`config.mk`:
```
export PLATFORM = sky130hd
export DESIGN_NAME = analog_input_diag_record
export DESIGN_NICKNAME = d
export VERILOG_FILES = /design/src/analog_input_diag_record.v /design/src/record_store.v
export VERILOG_INCLUDE_DIRS = /design/src
export SDC_FILE = /design/constraint.sdc
export NUM_CORES = 1
export LEC_CHECK = 0
export ABC_AREA = 1
export BUFFER_PORTS_ARGS = -buffer_cell sky130_fd_sc_hd__buf_2
export CORE_UTILIZATION = 52
export CTS_CLUSTER_DIAMETER = 50
export DETAILED_ROUTE_END_ITERATION = 10
export PLACE_DENSITY = 0.86
export SLEW_MARGIN = 0
export SYNTH_ARGS = -nofsm -noshare
export SYNTH_HDL_FRONTEND = slang
export SYNTH_SLANG_ARGS = --single-unit
```
`constraint.sdc`:
```
create_clock -name clock -period 2.5 [get_ports clock]
set_clock_uncertainty 0.1 [all_clocks]
set_input_delay 0.25 -clock clock [delete_from_list [all_inputs] [get_ports clock]]
set_output_delay 0.25 -clock clock [all_outputs]
set_load 0.01 [all_outputs]
```
`src/diag_record_map.vh`:
```
// Constants for the diagnostic record and microsecond timer of the analog input module.
`ifndef DIAG_RECORD_MAP_VH
`define DIAG_RECORD_MAP_VH

// Timing.
`define CLOCK_FREQ_MHZ        100
`define US_TICK_PERIOD_NS     1000
`define CLOCK_PERIOD_NS       10
`define US_TICK_CYCLES        (`US_TICK_PERIOD_NS / `CLOCK_PERIOD_NS)

// Record access selectors.
`define RECNUM_SHORT          8'h00
`define RECNUM_FULL           8'h01
`define OBJIDX_SHORT          16'h2f00
`define OBJIDX_FULL           16'h2f01
`define OBJIDX_DIAG_BYTES     16'h5005
`define SUBIDX_FIRST_BYTE     8'h02
`define RECORD_LEN_FULL       5'd20
`define RECORD_LEN_SHORT      5'd4

// Byte positions within the record.
`define BYTE_MODULE_ERR       5'd0
`define BYTE_MODULE_CLASS     5'd1
`define BYTE_RESERVED_C       5'd2
`define BYTE_INTERNAL_ERR     5'd3
`define BYTE_CHAN_KIND        5'd4
`define BYTE_BITS_PER_CH      5'd5
`define BYTE_CHAN_COUNT       5'd6
`define BYTE_GROUP_ERR        5'd7
`define BYTE_CH0_ERR          5'd8
`define BYTE_CH1_ERR          5'd9
`define BYTE_TSTAMP0          5'd16

// Constant record contents and the diagnostic interrupt enable code.
`define MODULE_CLASS_VALUE    8'h15
`define CHAN_KIND_VALUE       8'h71
`define BITS_PER_CH_VALUE     8'h08
`define CHAN_COUNT_VALUE      8'h02
`define DIAG_ENABLE_ON        8'h40

// Field positions, module error byte.
`define MERR_MODULE_FAIL      0
`define MERR_INTERNAL         1
`define MERR_EXTERNAL         2
`define MERR_CHANNEL          3
`define MERR_AUX_SUPPLY       4
`define MERR_PARAM            7

// Field positions, internal error byte.
`define IERR_BUF_OVERFLOW     3
`define IERR_COMM             4
`define IERR_PIRQ_LOST        6

// Field positions, per-channel error byte.
`define CERR_CONFIG           0
`define CERR_PIRQ_LOST        5
`define CERR_UNDERFLOW        6
`define CERR_OVERFLOW         7

`endif

```
`src/analog_input_diag_record.v`:
```
// Diagnostic record, microsecond timer and diagnostic interrupt events of a two-channel analog input.
`timescale 1ns/1ps
`include "diag_record_map.vh"
module analog_input_diag_record (
  input  wire        clock,
  input  wire        rst,
  input  wire [7:0]  diag_interrupt_enable,
  input  wire        cause_module_fail,
  input  wire        cause_internal,
  input  wire        cause_external,
  input  wire        cause_aux_supply,
  input  wire        cause_param,
  input  wire        cause_buf_overflow,
  input  wire        cause_comm,
  input  wire [1:0]  cause_config,
  input  wire [1:0]  cause_pirq_lost,
  input  wire [1:0]  cause_underflow,
  input  wire [1:0]  cause_overflow,
  input  wire        process_event,
  input  wire        req_valid,
  input  wire [1:0]  req_kind,
  input  wire [7:0]  record_number,
  input  wire [15:0] object_index,
  input  wire [7:0]  object_subindex,
  input  wire [4:0]  req_byte,
  output reg         rsp_valid,
  output reg  [7:0]  rsp_data,
  output reg         rsp_error,
  output reg         rsp_last,
  output reg         diag_incoming,
  output reg         diag_going,
  output reg         module_fault_led,
  output reg  [15:0] process_irq_timestamp_low,
  output reg  [31:0] us_timer
);
  // Request kinds: record number, object index, per-byte object subindex.
  localparam [1:0] KIND_RECORD = 2'd0;
  localparam [1:0] KIND_INDEX  = 2'd1;
  localparam [1:0] KIND_SUBIDX = 2'd2;

  // Diagnostic event states.
  localparam [1:0] ST_IDLE   = 2'd0;
  localparam [1:0] ST_LATCH  = 2'd1;
  localparam [1:0] ST_ACTIVE = 2'd2;

  localparam [6:0] TICK_LAST = 7'd99;

  reg  [6:0]  tick_cnt_r;
  reg  [1:0]  state_r;
  reg  [2:0]  step_r;
  reg  [31:0] stamp_r;
  reg  [7:0]  merr_r;
  reg  [7:0]  ierr_r;
  reg  [7:0]  ch0_r;
  reg  [7:0]  ch1_r;
  reg         pend_r;
  reg  [4:0]  pend_byte_r;
  reg         pend_err_r;
  reg         pend_last_r;
  reg         wr_en;
  reg  [2:0]  wr_addr;
  reg  [7:0]  wr_data;
  wire [7:0]  store_q;
  wire [7:0]  live_merr;
  wire [7:0]  live_ierr;
  wire [7:0]  live_ch0;
  wire [7:0]  live_ch1;
  wire        cause_any;
  wire        diag_on;

  // Live cause bytes; reserved positions tie to zero.
  assign live_ch0 = {cause_overflow[0], cause_underflow[0], cause_pirq_lost[0], 4'h0,
                     cause_config[0]};
  assign live_ch1 = {cause_overflow[1], cause_underflow[1], cause_pirq_lost[1], 4'h0,
                     cause_config[1]};
  assign live_merr = {cause_param, 2'b00, cause_aux_supply, (|live_ch0) | (|live_ch1),
                      cause_external, cause_internal, cause_module_fail};
  assign live_ierr = {1'b0, cause_pirq_lost[0] | cause_pirq_lost[1], 1'b0, cause_comm,
                      cause_buf_overflow, 3'b000};
  assign cause_any = (|live_merr) | (|live_ierr);
  assign diag_on   = (diag_interrupt_enable == `DIAG_ENABLE_ON);

  // Microsecond tick divider and free-running 32-bit timer.
  always @(posedge clock) begin
    if (rst) begin
      tick_cnt_r <= 7'd0;
      us_timer   <= 32'h00000000;
    end else if (tick_cnt_r == TICK_LAST) begin
      tick_cnt_r <= 7'd0;
      us_timer   <= us_timer + 32'h00000001;
    end else begin
      tick_cnt_r <= tick_cnt_r + 7'd1;
    end
  end

  // Process interrupt stamp keeps only the low half of the timer.
  always @(posedge clock) begin
    if (rst) begin
      process_irq_timestamp_low <= 16'h0000;
    end else if (process_event) begin
      process_irq_timestamp_low <= us_timer[15:0];
    end
  end

  // Event machine: capture on incoming, ignore changes until the cause clears.
  always @(posedge clock) begin
    if (rst) begin
      state_r          <= ST_IDLE;
      step_r           <= 3'd0;
      stamp_r          <= 32'h00000000;
      merr_r           <= 8'h00;
      ierr_r           <= 8'h00;
      ch0_r            <= 8'h00;
      ch1_r            <= 8'h00;
      diag_incoming    <= 1'b0;
      diag_going       <= 1'b0;
      module_fault_led <= 1'b0;
    end else begin
      diag_incoming <= 1'b0;
      diag_going    <= 1'b0;
      case (state_r)
        ST_IDLE: begin
          if (cause_any && diag_on) begin
            stamp_r          <= us_timer;
            merr_r           <= live_merr;
            ierr_r           <= live_ierr;
            ch0_r            <= live_ch0;
            ch1_r            <= live_ch1;
            step_r           <= 3'd0;
            state_r          <= ST_LATCH;
          end
        end
        ST_LATCH: begin
          // Copy the snapshot into the store one byte per cycle, then announce it.
          step_r <= step_r + 3'd1;
          if (step_r == 3'd7) begin
            state_r          <= ST_ACTIVE;
            diag_incoming    <= 1'b1;
            module_fault_led <= 1'b1;
          end
        end
        ST_ACTIVE: begin
          // Later cause changes are not recorded until the going event.
          if (!cause_any) begin
            state_r          <= ST_IDLE;
            diag_going       <= 1'b1;
            module_fault_led <= 1'b0;
          end
        end
        default: begin
          state_r <= ST_IDLE;
        end
      endcase
    end
  end

  // Store write map for the captured bytes.
  always @* begin
    wr_en   = (state_r == ST_LATCH);
    wr_addr = step_r;
    case (step_r)
      3'd0:    wr_data = merr_r;
      3'd1:    wr_data = ierr_r;
      3'd2:    wr_data = {6'h00, |ch1_r, |ch0_r};
      3'd3:    wr_data = ch0_r;
      3'd4:    wr_data = ch1_r;
      3'd5:    wr_data = stamp_r[7:0];
      3'd6:    wr_data = stamp_r[15:8];
      default: wr_data = stamp_r[23:16];
    endcase
  end

  // Decode request into record byte and access length.
  reg  [4:0] sel_byte;
  reg        sel_err;
  reg  [4:0] sel_len;
  reg  [2:0] rd_addr;
  wire [7:0] sub_offset;

  // Subindex to byte offset; only the low five bits are kept, range errors are caught below.
  assign sub_offset = object_subindex - `SUBIDX_FIRST_BYTE;

  always @* begin
    sel_byte = req_byte;
    sel_err  = 1'b0;
    sel_len  = `RECORD_LEN_FULL;
    case (req_kind)
      KIND_RECORD: begin
        if (record_number == `RECNUM_SHORT) begin
          sel_len = `RECORD_LEN_SHORT;
        end else if (record_number != `RECNUM_FULL) begin
          sel_err = 1'b1;
        end
      end
      KIND_INDEX: begin
        if (object_index == `OBJIDX_SHORT) begin
          sel_len = `RECORD_LEN_SHORT;
        end else if (object_index != `OBJIDX_FULL) begin
          sel_err = 1'b1;
        end
      end
      KIND_SUBIDX: begin
        sel_byte = sub_offset[4:0];
        sel_err  = (object_index != `OBJIDX_DIAG_BYTES) || (object_subindex < `SUBIDX_FIRST_BYTE) ||
                   (object_subindex >= (`SUBIDX_FIRST_BYTE + 8'd20));
      end
      default: begin
        sel_err = 1'b1;
      end
    endcase
    if (sel_byte >= sel_len) begin
      sel_err = 1'b1;
    end
    case (sel_byte)
      `BYTE_MODULE_ERR:   rd_addr = 3'd0;
      `BYTE_INTERNAL_ERR: rd_addr = 3'd1;
      `BYTE_GROUP_ERR:    rd_addr = 3'd2;
      `BYTE_CH0_ERR:      rd_addr = 3'd3;
      `BYTE_CH1_ERR:      rd_addr = 3'd4;
      5'd16:              rd_addr = 3'd5;
      5'd17:              rd_addr = 3'd6;
      default:            rd_addr = 3'd7;
    endcase
  end

  record_store u_store (
    .clock   (clock),
    .rst     (rst),
    .wr_en   (wr_en),
    .wr_addr (wr_addr),
    .wr_data (wr_data),
    .rd_addr (rd_addr),
    .rd_data (store_q)
  );

  // First stage holds the request while the store read settles.
  always @(posedge clock) begin
    if (rst) begin
      pend_r      <= 1'b0;
      pend_byte_r <= 5'd0;
      pend_err_r  <= 1'b0;
      pend_last_r <= 1'b0;
    end else begin
      pend_r      <= req_valid;
      pend_byte_r <= sel_byte;
      pend_err_r  <= sel_err;
      pend_last_r <= (sel_byte == sel_len - 5'd1) || (req_kind == KIND_SUBIDX);
    end
  end

  // Answer stage: constants, stored bytes, top timestamp byte or zero.
  always @(posedge clock) begin
    if (rst) begin
      rsp_valid <= 1'b0;
      rsp_data  <= 8'h00;
      rsp_error <= 1'b0;
      rsp_last  <= 1'b0;
    end else begin
      rsp_valid <= pend_r;
      rsp_error <= pend_r & pend_err_r;
      rsp_last  <= pend_r & pend_last_r;
      if (!pend_r || pend_err_r) begin
        rsp_data <= 8'h00;
      end else begin
        case (pend_byte_r)
          `BYTE_MODULE_ERR:   rsp_data <= store_q;
          `BYTE_MODULE_CLASS: rsp_data <= `MODULE_CLASS_VALUE;
          `BYTE_INTERNAL_ERR: rsp_data <= store_q;
          `BYTE_CHAN_KIND:    rsp_data <= `CHAN_KIND_VALUE;
          `BYTE_BITS_PER_CH:  rsp_data <= `BITS_PER_CH_VALUE;
          `BYTE_CHAN_COUNT:   rsp_data <= `CHAN_COUNT_VALUE;
          `BYTE_GROUP_ERR:    rsp_data <= store_q;
          `BYTE_CH0_ERR:      rsp_data <= store_q;
          `BYTE_CH1_ERR:      rsp_data <= store_q;
          5'd16:              rsp_data <= store_q;
          5'd17:              rsp_data <= store_q;
          5'd18:              rsp_data <= store_q;
          5'd19:              rsp_data <= stamp_r[31:24];
          default:            rsp_data <= 8'h00;
        endcase
      end
    end
  end
endmodule

```
`src/record_store.v`:
```
// Small byte store holding the captured variable part of the diagnostic record except the top timestamp byte.
`timescale 1ns/1ps
module record_store (
  input  wire       clock,
  input  wire       rst,
  input  wire       wr_en,
  input  wire [2:0] wr_addr,
  input  wire [7:0] wr_data,
  input  wire [2:0] rd_addr,
  output reg  [7:0] rd_data
);
  reg [7:0] mem [0:7];
  integer   i;

  // Write port clears on reset so the stored record bytes read zero before the first event.
  always @(posedge clock) begin
    if (rst) begin
      for (i = 0; i < 8; i = i + 1) begin
        mem[i] <= 8'h00;
      end
    end else if (wr_en) begin
      mem[wr_addr] <= wr_data;
    end
  end

  // Registered read port.
  always @(posedge clock) begin
    if (rst) begin
      rd_data <= 8'h00;
    end else begin
      rd_data <= mem[rd_addr];
    end
  end
endmodule

```
==> summary.md <==
| Metric | Value |
|---|---|
| DPL Wire Length | 17400 um |
| Seq cells post-synth | 203 |
| Synth warnings | 0 |
| Initial antenna violation count | 0 |
| Max VDD drop | 0.000560 V |
| Top-Level Pins | 128 |
| Max-cap violations | 0 |
| Final worst-path cycle share | 0.938 |
| N_diodes | 0 |
| Synth unique cells | 45 |
| Std cell rows | 49 |
| Count of pins over their slew limit | 0 |
| Fin area | 11500 sq um |
| Clock buffer depth | 3 |
| Residual DRC count | 0 |
| Pwr per Cell Area | 636 nW/um^2 |
| Sequential area share after synthesis | 0.491 |
| Share of cells above drive strength 1 | 0.160 |
| Die area | 19000 sq um |
| Avg Cell Area, Syn | 7.69 sq um |
| TritonCTS Sinks | 203 |
| Number of global-route vias before repair | 8145 |
| Mapped Nets | 1324 |
| Core ar. | 18000 sq um |
| Worst Hold Slack | 0.0189 ns |
| Slew headroom | 0.518 |
| H-tree depth | 1 |
| Yosys top cell area share | 0.290 |
| Post-Syn Instances | 1247 |
| Max frequency | 427 MHz |
| Root buf cell | clkbuf_16 |
| Initial DRC Count | 802 |
| Port bufs | 127 |
| CP max FO | 6 |
| Wire per inst | 14.8 um |
| # setup viols final | 0 |
| Worst Path Arrival | 2.68 ns |
| EDFF count, synth | 64 |
| TritonCTS buffer count | 22 |
| Worst-Skew Late Latency | 0.51 ns |
| Routability cong. | 0.943 |
| Worst slew pin tran | 0.718 ns |
| Crit end category | flip-flop |
| Synth area leader | dfxtp_1 |
| Crit path launch type | flip-flop |
| Die H | 138 um |
| RSZ-0062 raised after global routing | yes |
| Drt first pass iters | 5 |
| Largest net degree at the start of global routing | 68 |
| Synth async-reset ratio | 0 |
| Top-count cell post-synth | nor2_1 |
| GRT Util Overall | 0.265 |
| Leak pwr | 5.08 nW |
| Final total power | 0.00732 W |
| Place WS | -0.00415 ns |
| Final Critical Period | 2.34 ns |
| GRT Residual Overflow | 0 |
| Final WL | 24500 um |
| Initial Util | 0.532 |
| NumNets Final | 1480 |
| Die span in x | 138 um |
| CTS tree | done |
| Vias per cell | 5.41 |
| Mapped Area | 9590 sq um |
| Area post-placement | 10500 sq um |
| Status | completed |
| Global-route wire length before repair | 39500 um |
| Worst path required time | 2.84 ns |
| Final worst slack | 0.155 ns |
| Worst-path clk slew | 0.06 ns |
| Main flop type after synthesis | dfxtp_1 |
| Hold WC Path Type | in2reg |
| Top cells by count, synth | 208 x nor2_1, 202 x nand2_1, 201 x inv_1 |
| Top post-synthesis cells by area | dfxtp_1 29%, edfxtp_1 20%, nor2_1 8.1%, nand2_1 7.9%, inv_1 7.9% |
| Area delta synth->final | 19.9% |
| Fin. Hold Viols | 0 |
| Post-route ant nets | 0 |
| Via count | 8910 |
| CP Class | reg2reg |
## area by class of cell
cell class                 count  area [sq um]
fill                        1510          6530
tap                          229           287
timing repair buffer         172          1030
clock inverter                 9          72.6
sequential                   203          4710
inverter                     207           779
clock buffer                  31           657
multi-input combinational    797          3960
## critical path: stages (launching register included)
cell and delay [ns]:
dfxtp_2 0.34, ha_2 0.19, nand2_1 0.06, nor3_2 0.13, nand3_2 0.15, buf_6 0.16, inv_1 0.07, nand2_2 0.09
nor4_2 0.25, buf_4 0.18, nand4_1 0.15, nor2_1 0.18, o21ai_0 0.09, a21oi_1 0.15
## cell usage in the layout, fill, tap and decap left out, drive strengths merged
master       instances
ha                  11
dfxtp              139
o21ai               72
a211oi              27
nand4               17
clkinv               7
nand2              211
xor2                11
nor2               213
clkbuf              31
o311ai               1
a22oi                1
clkinvlp             1
nor4                16
and3                 4
a41oi                1
dlygate4sd3         18
bufinv               1
o21a                 1
nor3b                6
o2111ai              2
o22ai                5
or2                  2
o211ai               2
a21oi               61
nand3               89
nand3b               2
inv                207
a221oi              11
buf                154
nor3                29
o32ai                1
o211a                1
edfxtp              64
## per-layer routing
layer	vias up	global-route usage	wire length, um
met5	-	0	0
met4	0	0.107	806
li1	4391	-	-
met2	364	0.438	11500
met3	82	0.0456	1880
met1	4073	0.342	10200
## logic make-up after synthesis
| kind of cell | after synthesis | share of synthesized area |
|---|---|---|
| AOI/OAI and AO/OA | 186 | 0.113 |
| xor gates and xnor gates | 11 | 0.0100 |
| and+or+nand+nor | 589 | 0.271 |
| buffers and inverters | 247 | 0.101 |
| adders and majority gates | 11 | 0.0144 |
| DFF | 203 | 0.491 |
## stage by stage
stage           util  std cells  TNS [ns]
2_1_floorplan      -       1247         0
3_3_place_gp   0.583       1587         0
3_5_place_dp   0.583       1587  -0.00415
4_1_cts        0.634       1645         0
5_1_grt        0.638       1648     -2.37
6_report       0.638       1648         0
## final timing paths
check / startpoint / endpoint / slack [ns] / depth (start not counted)
setup / recovery: tick_cnt_r[0] / us_timer[21] / 0.16 / 13
hold / removal: req_kind[1] / pend_err_r / 0.02 / 3
setup reg to reg: tick_cnt_r[0] / us_timer[21] / 0.16 / 13
hold reg to reg: tick_cnt_r[0] / tick_cnt_r[0] / 0.32 / 1
## state kept, by name, indices dropped and copies added, names as in the netlist, 2 cells and up
signal                     cells
ch1_r                          4
stamp_r                       32
u_store.rd_data                8
us_timer                      32
rsp_data                       8
tick_cnt_r                     7
merr_r                         6
ierr_r                         3
pend_byte_r                    5
ch0_r                          4
process_irq_timestamp_low     16
state_r                        2
u_store.mem                   64
step_r                         3
## where the power goes
group          total, W  internal (W)  switching (W)
Clock           0.00322       0.00193        0.00129
Sequential      0.00352       0.00348      0.0000373
Combinational  0.000580      0.000211       0.000369
## what timing repair did
action                     in CTS  in global routing
gates resized for setup         0                 14
setup buffers                   0                  3
hold buffers                   18                  0
hold endpoints to repair       21                  0
setup endpoints to repair       0                105
No activity file was read; power rests on OpenSTA's default activity.
